File: src/inc/crs_pkg.sv
// Package: encodings, constants and carriers of the CPU register set
// ==========================================================
// Contract
// RULE1 - Accumulator feeds ALU, takes results, loads, stores
// RULE2 - Reset leaves accumulator contents untouched
// RULE3 - Reset clears high index byte, keeps low
// RULE4 - Index pair forms 16-bit pointer, high byte upper
// RULE5 - Indexed modes use full pair; some ops low
// RULE6 - Low index byte clears, counts, inverts, negates, shifts
// RULE7 - Stack pointer marks the next free slot
// RULE8 - Reset loads stack pointer with 0x00FF
// RULE9 - Stack adjust adds signed 8-bit immediate
// RULE10 - Stack reset changes only low pointer byte
// RULE11 - Program counter advances on every fetched byte
// RULE12 - Jumps, branches, interrupts, returns reload counter
// RULE13 - Leaving reset, counter loads vector from top
// RULE14 - Core registers unmapped; one 64-Kbyte space
// RULE15 - Direct addressing reaches only first 256 bytes
// RULE16 - Relative targets use signed 8-bit offset
// RULE17 - Unsigned 8x8 multiply and 16/8 divide
// RULE18 - Taken branch: sign-extend offset, add to counter
// RULE19 - Updates on rising clock; reset values while asserted
package crs_pkg;

  // ==========================================================
  // Reset values and fixed addresses
  localparam logic [7:0] H_RST = 8'h00;
  localparam logic [15:0] SP_RST = 16'h00ff;
  localparam logic [15:0] PC_RST = 16'h0000;
  localparam logic [15:0] EA_RST = 16'h0000;
  localparam logic [7:0] SP_RESET_LO = 8'hff;
  localparam logic [15:0] VEC_HI_ADDR = 16'hfffe;
  localparam logic [15:0] VEC_LO_ADDR = 16'hffff;
  localparam logic [7:0] DIRECT_PAGE = 8'h00;
  localparam logic [15:0] PC_STEP = 16'h0001;
  localparam logic [15:0] SP_STEP = 16'h0001;
  localparam logic [7:0] X_ONE = 8'h01;
  localparam logic [7:0] BYTE_ZERO = 8'h00;

  // ==========================================================
  // Command encodings
  typedef enum logic [2:0] {A_HOLD, A_ALU, A_MEM, A_XFER, A_MUL, A_DIV} crs_a_op_t;
  typedef enum logic [3:0] {
    X_HOLD, X_MEM, X_XFER, X_MUL, X_CLR, X_INC, X_DEC,
    X_COM, X_NEG, X_LSL, X_LSR, X_ASR, X_ROL, X_ROR
  } crs_x_op_t;
  typedef enum logic [1:0] {H_HOLD, H_MEM, H_LOAD16, H_DIV} crs_h_op_t;
  typedef enum logic [2:0] {SP_HOLD, SP_LOAD, SP_ADJ, SP_RESET, SP_PUSH, SP_PULL} crs_sp_op_t;
  typedef enum logic [1:0] {PC_HOLD, PC_FETCH, PC_LOAD, PC_BRANCH} crs_pc_op_t;
  typedef enum logic [2:0] {EA_DIR, EA_EXT, EA_IX, EA_IX_OFF, EA_SP, EA_PC} crs_ea_mode_t;

  // Boot sequencer states, one-hot
  typedef enum logic [2:0] {
    ST_VEC_HI = 3'b001,
    ST_VEC_LO = 3'b010,
    ST_RUN = 3'b100
  } crs_state_t;

  // ==========================================================
  // Carriers
  typedef struct packed {
    crs_a_op_t a_op;
    crs_x_op_t x_op;
    crs_h_op_t h_op;
    crs_sp_op_t sp_op;
    crs_pc_op_t pc_op;
    crs_ea_mode_t ea_mode;
    logic ea_req;
    logic carry_in;
    logic [7:0] imm8;
    logic [15:0] data16;
    logic [7:0] alu_res;
    logic [7:0] mem_data;
  } crs_cmd_t;

  typedef struct packed {
    logic [7:0] a;
    logic [7:0] h;
    logic [7:0] x;
    logic [15:0] sp;
    logic [15:0] pc;
  } crs_regs_t;

  typedef struct packed {
    logic [15:0] mul;
    logic [7:0] quot;
    logic [7:0] rem;
    logic ovf;
  } crs_md_t;

  // Sign extension shared by stack adjust and branch targets
  function automatic logic [15:0] crs_sext8(input logic [7:0] v);
    crs_sext8 = {{8{v[7]}}, v};
  endfunction

endpackage

File: src/rtl/crs_xalu.sv
// Module: low index byte operate unit (clear, count, invert, negate, shift)
`timescale 1ns/1ps
`default_nettype none
module crs_xalu
  import crs_pkg::*;
(
  // Operation and operands
  input wire crs_x_op_t op_i,
  input wire logic [7:0] x_i,
  input wire logic carry_i,
  // Result
  output logic [7:0] res_o,
  output logic carry_o
);

  // ==========================================================
  // Byte operations; carry passes through unless the op defines it
  always_comb begin
    res_o = x_i;
    carry_o = carry_i;
    case (op_i)
      X_CLR: res_o = BYTE_ZERO;
      X_INC: res_o = x_i + X_ONE;
      X_DEC: res_o = x_i - X_ONE;
      X_COM: begin
        res_o = ~x_i;
        carry_o = 1'b1;
      end
      X_NEG: begin
        res_o = BYTE_ZERO - x_i;
        carry_o = (x_i != BYTE_ZERO);
      end
      X_LSL: {carry_o, res_o} = {x_i, 1'b0};
      X_LSR: {res_o, carry_o} = {1'b0, x_i};
      X_ASR: {res_o, carry_o} = {x_i[7], x_i};
      X_ROL: {carry_o, res_o} = {x_i, carry_i};
      X_ROR: {res_o, carry_o} = {carry_i, x_i};
      default: res_o = x_i;
    endcase
  end

endmodule
`default_nettype wire

File: src/rtl/crs_muldiv.sv
// Module: unsigned 8x8 multiply and 16/8 divide
`timescale 1ns/1ps
`default_nettype none
module crs_muldiv
  import crs_pkg::*;
(
  // Operands: A, X and H
  input wire logic [7:0] a_i,
  input wire logic [7:0] x_i,
  input wire logic [7:0] h_i,
  // Results
  output crs_md_t res_o
);

  logic [15:0] dividend;
  logic [15:0] divisor;
  logic [15:0] quot_full;
  logic [15:0] rem_full;

  // ==========================================================
  // Divide by zero is steered away from the operator, flagged instead
  always_comb begin
    dividend = {h_i, a_i};
    divisor = {BYTE_ZERO, x_i};
    quot_full = (x_i == BYTE_ZERO) ? 16'h0000 : dividend / divisor; // RULE17
    rem_full = (x_i == BYTE_ZERO) ? 16'h0000 : dividend % divisor;
    res_o.mul = {BYTE_ZERO, a_i} * divisor; // RULE17
    res_o.quot = quot_full[7:0];
    res_o.rem = rem_full[7:0];
    res_o.ovf = (x_i == BYTE_ZERO) || (quot_full[15:8] != BYTE_ZERO);
  end

endmodule
`default_nettype wire

File: src/rtl/crs_top.sv
// Module: programmer-visible register set with reset-vector fetch
`timescale 1ns/1ps
`default_nettype none
module crs_top
  import crs_pkg::*;
(
  // Clock and reset
  input wire logic clock_i,
  input wire logic rst_n_i,
  // Sequencer command
  input wire crs_cmd_t cmd_i,
  output logic ready_o,
  // Register views and flags
  output crs_regs_t regs_o,
  output logic [7:0] store_data_o,
  output logic x_carry_o,
  output logic div_ovf_o,
  // Memory bus
  output logic mem_rd_o,
  output logic [15:0] mem_addr_o,
  input wire logic mem_ack_i,
  input wire logic [7:0] mem_rdata_i
);

  // ==========================================================
  // State
  crs_state_t state_reg;
  crs_state_t state_next;
  logic [7:0] a_reg;
  logic [7:0] a_next;
  logic [7:0] x_reg;
  logic [7:0] x_next;
  logic [7:0] h_reg;
  logic [7:0] h_next;
  logic [15:0] sp_reg;
  logic [15:0] sp_next;
  logic [15:0] pc_reg;
  logic [15:0] pc_next;
  logic [15:0] ea_reg;
  logic [15:0] ea_next;
  logic carry_reg;
  logic carry_next;
  logic ovf_reg;
  logic ovf_next;

  // Combinational helpers
  logic run;
  logic [15:0] hx;
  logic [7:0] xalu_res;
  logic xalu_carry;
  crs_md_t md;

  // Commands are only honoured once the boot vector is in place
  assign run = (state_reg == ST_RUN);
  assign hx = {h_reg, x_reg}; // RULE4

  // ==========================================================
  // Arithmetic units
  crs_xalu crs_xalu_i (
    .op_i(cmd_i.x_op),
    .x_i(x_reg),
    .carry_i(cmd_i.carry_in),
    .res_o(xalu_res),
    .carry_o(xalu_carry)
  );

  crs_muldiv crs_muldiv_i (
    .a_i(a_reg),
    .x_i(x_reg),
    .h_i(h_reg),
    .res_o(md)
  );

  // ==========================================================
  // Accumulator and low index byte
  // Next values for A and X
  always_comb begin
    a_next = a_reg;
    x_next = x_reg;
    if (run) begin
      case (cmd_i.a_op)
        A_ALU: a_next = cmd_i.alu_res; // RULE1
        A_MEM: a_next = cmd_i.mem_data; // RULE1
        A_XFER: a_next = x_reg;
        A_MUL: a_next = md.mul[7:0]; // RULE17
        A_DIV: a_next = md.ovf ? a_reg : md.quot; // RULE17
        default: a_next = a_reg;
      endcase
      case (cmd_i.x_op)
        X_HOLD: x_next = x_reg;
        X_MEM: x_next = cmd_i.mem_data;
        X_XFER: x_next = a_reg;
        X_MUL: x_next = md.mul[15:8]; // RULE17
        default: x_next = xalu_res; // RULE6
      endcase
      // A 16-bit pair load wins over any byte op on X
      if (cmd_i.h_op == H_LOAD16) begin
        x_next = cmd_i.data16[7:0]; // RULE4
      end
    end
  end

  // No reset term on purpose: both bytes survive a reset
  always_ff @(posedge clock_i) begin
    a_reg <= a_next; // RULE2
    x_reg <= x_next; // RULE3
  end

  // ==========================================================
  // High index byte, stack pointer, program counter, boot walk
  // Next values for H, SP, PC and the boot state
  always_comb begin
    h_next = h_reg;
    sp_next = sp_reg;
    pc_next = pc_reg;
    state_next = state_reg;
    case (state_reg)
      ST_VEC_HI: begin
        // Vector is stored high byte first at the lower address
        if (mem_ack_i) begin
          pc_next = {mem_rdata_i, pc_reg[7:0]}; // RULE13
          state_next = ST_VEC_LO;
        end
      end
      ST_VEC_LO: begin
        if (mem_ack_i) begin
          pc_next = {pc_reg[15:8], mem_rdata_i}; // RULE13
          state_next = ST_RUN;
        end
      end
      ST_RUN: begin
        case (cmd_i.h_op)
          H_MEM: h_next = cmd_i.mem_data;
          H_LOAD16: h_next = cmd_i.data16[15:8]; // RULE4
          H_DIV: h_next = md.ovf ? h_reg : md.rem; // RULE17
          default: h_next = h_reg;
        endcase
        case (cmd_i.sp_op)
          SP_LOAD: sp_next = cmd_i.data16;
          SP_ADJ: sp_next = sp_reg + crs_sext8(cmd_i.imm8); // RULE9
          SP_RESET: sp_next = {sp_reg[15:8], SP_RESET_LO}; // RULE10
          SP_PUSH: sp_next = sp_reg - SP_STEP; // RULE7
          SP_PULL: sp_next = sp_reg + SP_STEP; // RULE7
          default: sp_next = sp_reg;
        endcase
        case (cmd_i.pc_op)
          PC_FETCH: pc_next = pc_reg + PC_STEP; // RULE11
          PC_LOAD: pc_next = cmd_i.data16; // RULE12
          PC_BRANCH: pc_next = pc_reg + crs_sext8(cmd_i.imm8); // RULE16 RULE18
          default: pc_next = pc_reg;
        endcase
      end
      default: state_next = ST_VEC_HI;
    endcase
  end

  // Reset values are forced while reset is low
  always_ff @(posedge clock_i or negedge rst_n_i) begin
    if (!rst_n_i) begin
      h_reg <= H_RST; // RULE3
      sp_reg <= SP_RST; // RULE8
      pc_reg <= PC_RST;
      state_reg <= ST_VEC_HI; // RULE13
    end else begin
      h_reg <= h_next; // RULE19
      sp_reg <= sp_next;
      pc_reg <= pc_next;
      state_reg <= state_next;
    end
  end

  // ==========================================================
  // Effective address; registers themselves are never addressable
  // Next address, taken only on request
  always_comb begin
    ea_next = ea_reg;
    if (run && cmd_i.ea_req) begin
      case (cmd_i.ea_mode)
        EA_DIR: ea_next = {DIRECT_PAGE, cmd_i.imm8}; // RULE15
        EA_EXT: ea_next = cmd_i.data16; // RULE14
        EA_IX: ea_next = hx; // RULE5
        EA_IX_OFF: ea_next = hx + cmd_i.data16; // RULE5
        EA_SP: ea_next = sp_reg + cmd_i.data16; // RULE7
        EA_PC: ea_next = pc_reg;
        default: ea_next = ea_reg;
      endcase
    end
  end

  // Registered so the address bus never glitches with the command
  always_ff @(posedge clock_i or negedge rst_n_i) begin
    if (!rst_n_i) begin
      ea_reg <= EA_RST;
    end else begin
      ea_reg <= ea_next;
    end
  end

  // ==========================================================
  // Result flags for the condition-code logic outside
  // Carry follows X ops that define one; overflow follows divides
  always_comb begin
    carry_next = carry_reg;
    ovf_next = ovf_reg;
    // A pair load overrides the X op, so its carry must not leak into the flag
    if (run && cmd_i.h_op != H_LOAD16 &&
        cmd_i.x_op inside {X_COM, X_NEG, X_LSL, X_LSR, X_ASR, X_ROL, X_ROR}) begin
      carry_next = xalu_carry;
    end
    if (run && cmd_i.a_op == A_DIV) begin
      ovf_next = md.ovf;
    end
  end

  always_ff @(posedge clock_i or negedge rst_n_i) begin
    if (!rst_n_i) begin
      carry_reg <= 1'b0;
      ovf_reg <= 1'b0;
    end else begin
      carry_reg <= carry_next;
      ovf_reg <= ovf_next;
    end
  end

  // ==========================================================
  // Outputs
  // Vector fetch owns the bus until the counter is loaded
  always_comb begin
    mem_rd_o = 1'b0;
    mem_addr_o = ea_reg;
    case (state_reg)
      ST_VEC_HI: begin
        mem_rd_o = 1'b1;
        mem_addr_o = VEC_HI_ADDR; // RULE13
      end
      ST_VEC_LO: begin
        mem_rd_o = 1'b1;
        mem_addr_o = VEC_LO_ADDR; // RULE13
      end
      default: mem_addr_o = ea_reg;
    endcase
  end

  assign ready_o = run;
  assign store_data_o = a_reg; // RULE1
  assign regs_o = '{a: a_reg, h: h_reg, x: x_reg, sp: sp_reg, pc: pc_reg};
  assign x_carry_o = carry_reg;
  assign div_ovf_o = ovf_reg;
endmodule
`default_nettype wire

File: config.mk
export PLATFORM = sky130hd
export DESIGN_NAME = crs_top
export DESIGN_NICKNAME = d
export VERILOG_FILES = /design/src/inc/crs_pkg.sv /design/src/rtl/crs_xalu.sv /design/src/rtl/crs_muldiv.sv /design/src/rtl/crs_top.sv
export SDC_FILE = /design/constraint.sdc
export NUM_CORES = 1
export LEC_CHECK = 0
export CAP_MARGIN = 20
export CORE_MARGIN = 5
export CORE_UTILIZATION = 35
export DETAILED_ROUTE_END_ITERATION = 8
export DONT_BUFFER_PORTS = 1
export SYNTH_ARGS = -nofsm -noshare
export SYNTH_HDL_FRONTEND = slang
export SYNTH_SLANG_ARGS = --single-unit
File: constraint.sdc
create_clock -name clock_i -period 26.1 [get_ports clock_i]
set_clock_uncertainty 0.1 [all_clocks]
set_input_delay 2.61 -clock clock_i [delete_from_list [all_inputs] [get_ports clock_i]]
set_output_delay 2.61 -clock clock_i [all_outputs]
set_load 0.1 [all_outputs]
==> out/results.tsv, run 1 <==
metric	value	unit
run status	finished, violations left	
failing checks	negative setup slack	
DRC errors left	0	
largest net degree at the start of global routing	62	
share of cells above drive strength 1	21.3	%
CTS Buf Count	9	
Avg Inst Size Synth	7.57	um^2
Worst Path Buf+Inv	11	
final hold violation count	0	
crit share post-route	100	%
top_reg_cell synth	dfrtp_1	
critical path launch point	x_reg[4]	
HP Class	flop to flop	
Clk Latency, worst-skew pair	0.36	ns
WL final	55900	um
mapped cell area	15300	um^2
largest buffer count on any clock path	2	
Initial Utilization	35.5	%
Top delay family on crit path	compound AO/OA/AOI/OAI gates	
Slew @ Worst Pin	1.27	ns
htree depth	3	
Core Footprint	43200	um^2
WS Path Type	flop to flop	
gr usage total	22.2	%
P&R area growth vs syn	21.6	%
required time worst endpoint	26.23	ns
CTS tree	done	
min cycle time layout	26.15	ns
most frequent cells in the layout	nor2_1 (198), buf_4 (182), nand2_1 (171), ha_1 (171), a21oi_1 (137)	
Ys Warns	0	
relative slew slack	15.6	%
Die W	219	um
synthesized flop and latch total	77	
initial antenna violation count	1	
final setup vio count	5	
Worst Path Arrival	26.29	ns
hold slack	0.377	ns
Post-synth EDFFs	16	
Port Buf Inserts	0	
Slowest cell on crit path	or4b_2	
clk slew on worst S/H paths	0.06	ns
Critical R2R Launch	x_reg[4]	
Pre-antenna DRT Iters	5	
Root Buffer	clkbuf_16	
final setup margin	-0.0516	ns
Crit path top cell by count	o21a_1	
FMAX	38.2	MHz
RSZ-0062 raised after global routing	yes	
Post-Syn Nets	2332	
Detail Route Antenna Nets	0	
Setup TNS	-0.113	ns
max_cap viols	0	
Die Y	219	um
global route overflow	0	
nets	2441	
hpwl dp	42600	um
vias in the first global route	15132	
row count	76	
commonest non-fill, non-tap cell in the layout	nor2_1	
Yosys cell types	92	
asr flop ratio synth	79.2	%
Crit Path Max Fanout	7	
CP Capture Type	flop	
Gate Count Post-Synth	2024	
count of pins over their slew limit	0	
TritonCTS Sinks	77	
gpl congestion	0.890	
I/O pins	154	
startpoint types	flop	
register area share after synthesis	13.2	%
drt wl/cell	20.5	um
hold wc startpoint	ea_reg[9]	
drt via density	5.81	
slowest stage delay, CP	0.67	ns
drt initial violations	1068	
number of vias in the routed layout	15814	
first-pass GRT wire length	85200	um
die area	48100	um^2
## layer usage
layer / up-vias / share of wire, % / track usage, %
met5: - / 0.023 / 0
met4: 2 / 2.8 / 5.82
met3: 95 / 7.6 / 4.73
met2: 499 / 46 / 36.6
met1: 7642 / 44 / 29.7
li1: 7576 / - / -
## tightest hold or removal path: cells and delay by family (launching register included)
kind / cells / cell delay, ns
flip-flops: 1 / 0.34
AND/OR/NAND/NOR: 1 / 0.05
AO/OA/AOI/OAI: 1 / 0.06
## synth_stat cells (all sizes together) (5+ instances only)
cell type	n	area share, %
a22oi	38	2.0
edfxtp	16	3.1
o31ai	14	0.69
and3	6	0.25
a21oi	163	5.3
nor2	208	5.1
a31oi	13	0.63
a211oi	17	0.87
dfstp	9	1.5
nor3	65	2.2
a221oi	24	1.4
nor4	9	0.41
dfrtp	52	8.5
a21o	43	2.1
o21ai	144	4.7
or2	26	1.1
a211o	8	0.46
a2111oi	5	0.29
o21bai	31	1.5
buf	23	0.87
o22ai	13	0.53
or3	12	0.49
nor3b	14	0.76
mux2i	17	1.2
clkbuf	76	1.9
fa	41	5.4
nor2b	27	1.1
ha	197	16
a21boi	5	0.24
xor2	28	1.6
and2	31	1.3
mux2	48	3.6
xnor2	75	4.3
clkinv	6	0.15
nand2b	30	1.2
o311ai	5	0.29
o21a	66	3.2
nand4	14	0.67
o211ai	21	1.0
nand3	26	0.85
nand2	180	4.4
inv	112	2.7
## logic make-up after synthesis
logic type / count (synthesis) / share of synthesized area (%)
AOI/OAI and AO/OA: 656 / 28.1
buffers and inverters: 217 / 5.63
xor gates and xnor gates: 103 / 5.89
muxes: 65 / 4.77
adders and majority gates: 238 / 21.4
and+or+nand+nor: 668 / 20.9
DFF: 77 / 13.2
## timing repair
action / 4_1_cts / 5_1_grt
hold buffers: 0 / 0
pin swaps: 23 / 65
endpoints found under the setup margin: 9 / 9
cloned: 1 / 1
resized for setup: 35 / 81
buffers inserted: 27 / 61
## worst paths after layout
kind | endpoint | slack, ns | depth (start not counted)
setup / recovery | h_reg[5] | -0.05 | 135
hold / removal | ea_reg[9] | 0.38 | 2
setup reg to reg | h_reg[5] | -0.05 | 135
min in group asynchronous | ea_reg[5] | 1.84 | 0
max in group asynchronous | sp_reg[4] | 23.86 | 0
hold reg to reg | ea_reg[9] | 0.38 | 2
## final cells by class
type	instances	area, um^2
clock buffer	10	229
antenna	1	2.50
clock inverter	6	70.1
inverter	118	449
tap	585	732
sequential	77	2020
fill	4354	24500
multi-input combinational	1731	13500
timing repair buffer	196	1650
## through the flow
| step | worst slack, ns | cells | utilization (%) | instance area (um^2) |
|---|---|---|---|---|
| 5_1_grt | -1.31 | 2723 | 43.2 | 18600 |
| 3_3_place_gp | -0.310 | 2614 | 39.5 | 17000 |
| 3_5_place_dp | -0.818 | 2615 | 39.5 | 17100 |
| 4_1_cts | 0.00605 | 2659 | 41.1 | 17700 |
| 6_report | -0.0516 | 2724 | 43.2 | 18600 |
| 2_1_floorplan | -0.748 | 2024 | - | 15800 |
Power of run 1 is left out: the tool's default activity adds up to more than one toggle a clock period on the data nets, which glitch-free logic cannot reach.
==> inputs of run 2 (changes only) <==
Settings changed: BUFFER_PORTS_ARGS set to -buffer_cell sky130_fd_sc_hd__buf_2, CTS_CLUSTER_DIAMETER set to 30, DONT_BUFFER_PORTS 1 to not set.
==> out/results.tsv, run 2 (synthesis results as in run 1) <==
metric	value	unit
Placement Cell Area	17400	um^2
DRC errors left	0	
final hold violation count	0	
final setup margin	-0.119	ns
commonest non-fill, non-tap cell in the layout	nor2_1	
post-route cell area	19100	um^2
FMAX	38.1	MHz
Worst Path Buf+Inv	6	
Worst Hold Depth	2	
slowest stage delay, CP	0.54	ns
min cycle time layout	26.22	ns
largest net degree at the start of global routing	62	
Worst Path Arrival	26.35	ns
Pre-antenna DRT Iters	6	
relative slew slack	19.2	%
most frequent cells in the layout	nor2_1 (197), nand2_1 (172), ha_1 (162)	
reg2reg setup slack	-0.12	ns
Post-CTS Hold Buffers	0	
RSZ-0062 raised after global routing	yes	
drt via density	5.78	
gpl congestion	0.947	
drt initial violations	1294	
nets	2554	
hold slack	0.375	ns
hpwl dp	42600	um
Core Footprint	43200	um^2
initial antenna violation count	1	
hold wc startpoint	ea_reg[7]	
max_cap viols	0	
P&R area growth vs syn	24.3	%
crit share post-route	100	%
count of pins over their slew limit	0	
first-pass GRT wire length	85500	um
htree depth	3	
final setup vio count	9	
Top delay family on crit path	compound AO/OA/AOI/OAI gates	
CTS tree	done	
number of diodes	0	
HP Class	flop to flop	
vias in the first global route	15518	
share of cells above drive strength 1	25.3	%
Port Buf Inserts	153	
Clk Latency, worst-skew pair	0.36	ns
Critical R2R Launch	x_reg[0]	
required time worst endpoint	26.24	ns
drt wl/cell	20.1	um
Die W	219	um
Die Y	219	um
WS Path Type	flop to flop	
largest buffer count on any clock path	2	
CTS Buf Count	9	
row count	76	
die area	48100	um^2
Setup TNS	-0.717	ns
TritonCTS Sinks	77	
WL final	56900	um
failing checks	negative setup slack	
Detail Route Antenna Nets	0	
Initial Utilization	35.5	%
global route overflow	0	
Crit Path Max Fanout	8	
Slew @ Worst Pin	1.21	ns
RR Endpoint	h_reg[6]	
Min-Delay Endpoint	ea_reg[7]	
Root Buffer	clkbuf_16	
run status	finished, violations left	
gr usage total	22.2	%
startpoint types	flop	
Crit path top cell by count	o21a_1	
Slowest cell on crit path	or4_4	
CP Capture Type	flop	
number of vias in the routed layout	16387	
clk slew on worst S/H paths	0.07	ns
Filler cells	4392	
I/O pins	154	
worst r2r path cells	133	
[run 2: cell types whose count changed in the layout (fill, tap and decap cells not counted), moves of 7 or more]
| cell | change |
|---|---|
| ha_1 | -9 |
| buf_2 | +152 |
| ha_4 | +11 |
| buf_16 | -7 |
| buf_4 | -33 |
[run 2: area by class of cell]
type | count | area [um^2] | share of cell area (%)
inverters | 118 | 449 | 2.36
clock inverters | 5 | 35.0 | 0.184
flip-flops and latches | 77 | 2020 | 10.6
clock buffers | 11 | 254 | 1.33
well taps | 585 | 732 | 3.84
multi-input cells | 1731 | 13600 | 71.3
repair buffers | 309 | 1980 | 10.4
[run 2: per-layer routing]
layer	share of wire, %	global-route usage (%)	up-vias	wire, um
met1	45	30.3	7785	25500
met5	0	0	-	0
met4	3.6	6.76	0	2030
li1	-	-	7810	-
met3	6.4	3.41	136	3650
met2	45	36.2	656	25700
[run 2: worst max-delay path by stage]
stage             start               to  slack [ns]  cells past startpoint
2_1_floorplan  x_reg[0]         h_reg[5]       -0.75                    142
3_3_place_gp   x_reg[1]  store_data_o[0]       -0.15                    132
3_5_place_dp   x_reg[3]         h_reg[6]       -1.05                    133
4_1_cts        x_reg[1]         h_reg[5]       0.006                    136
5_1_grt        x_reg[4]         h_reg[6]       -1.38                    135
6_report       x_reg[0]         h_reg[6]       -0.12                    133
[run 2: repair_timing]
item	4_1_cts	5_1_grt
setup endpoints to repair	9	9
setup buffers	21	57
pin swaps	19	91
resized for setup	36	90
cloned	1	0
[run 2: stage by stage]
stage | worst slack (ns) | instances | util [%]
after floorplan | -0.748 | 2024 | -
after global placement | -0.147 | 2738 | 40.3
after detailed placement | -1.05 | 2738 | 40.3
after CTS | 0.00616 | 2776 | 41.8
after global routing | -1.38 | 2836 | 44.1
final | -0.119 | 2836 | 44.1
[run 2: worst reg2reg max path, delay by kind of cell (launching register included)]
| kind | cells | cell delay [ns] |
|---|---|---|
| AND/OR/NAND/NOR | 29 | 5.13 |
| buffers and inverters | 6 | 0.84 |
| flip-flops | 1 | 0.40 |
| AO/OA/AOI/OAI | 76 | 13.74 |
| adder cells (fa/ha/maj) | 16 | 4.01 |
| multiplexers | 6 | 1.85 |
Power of run 2 is left out for the same reason.
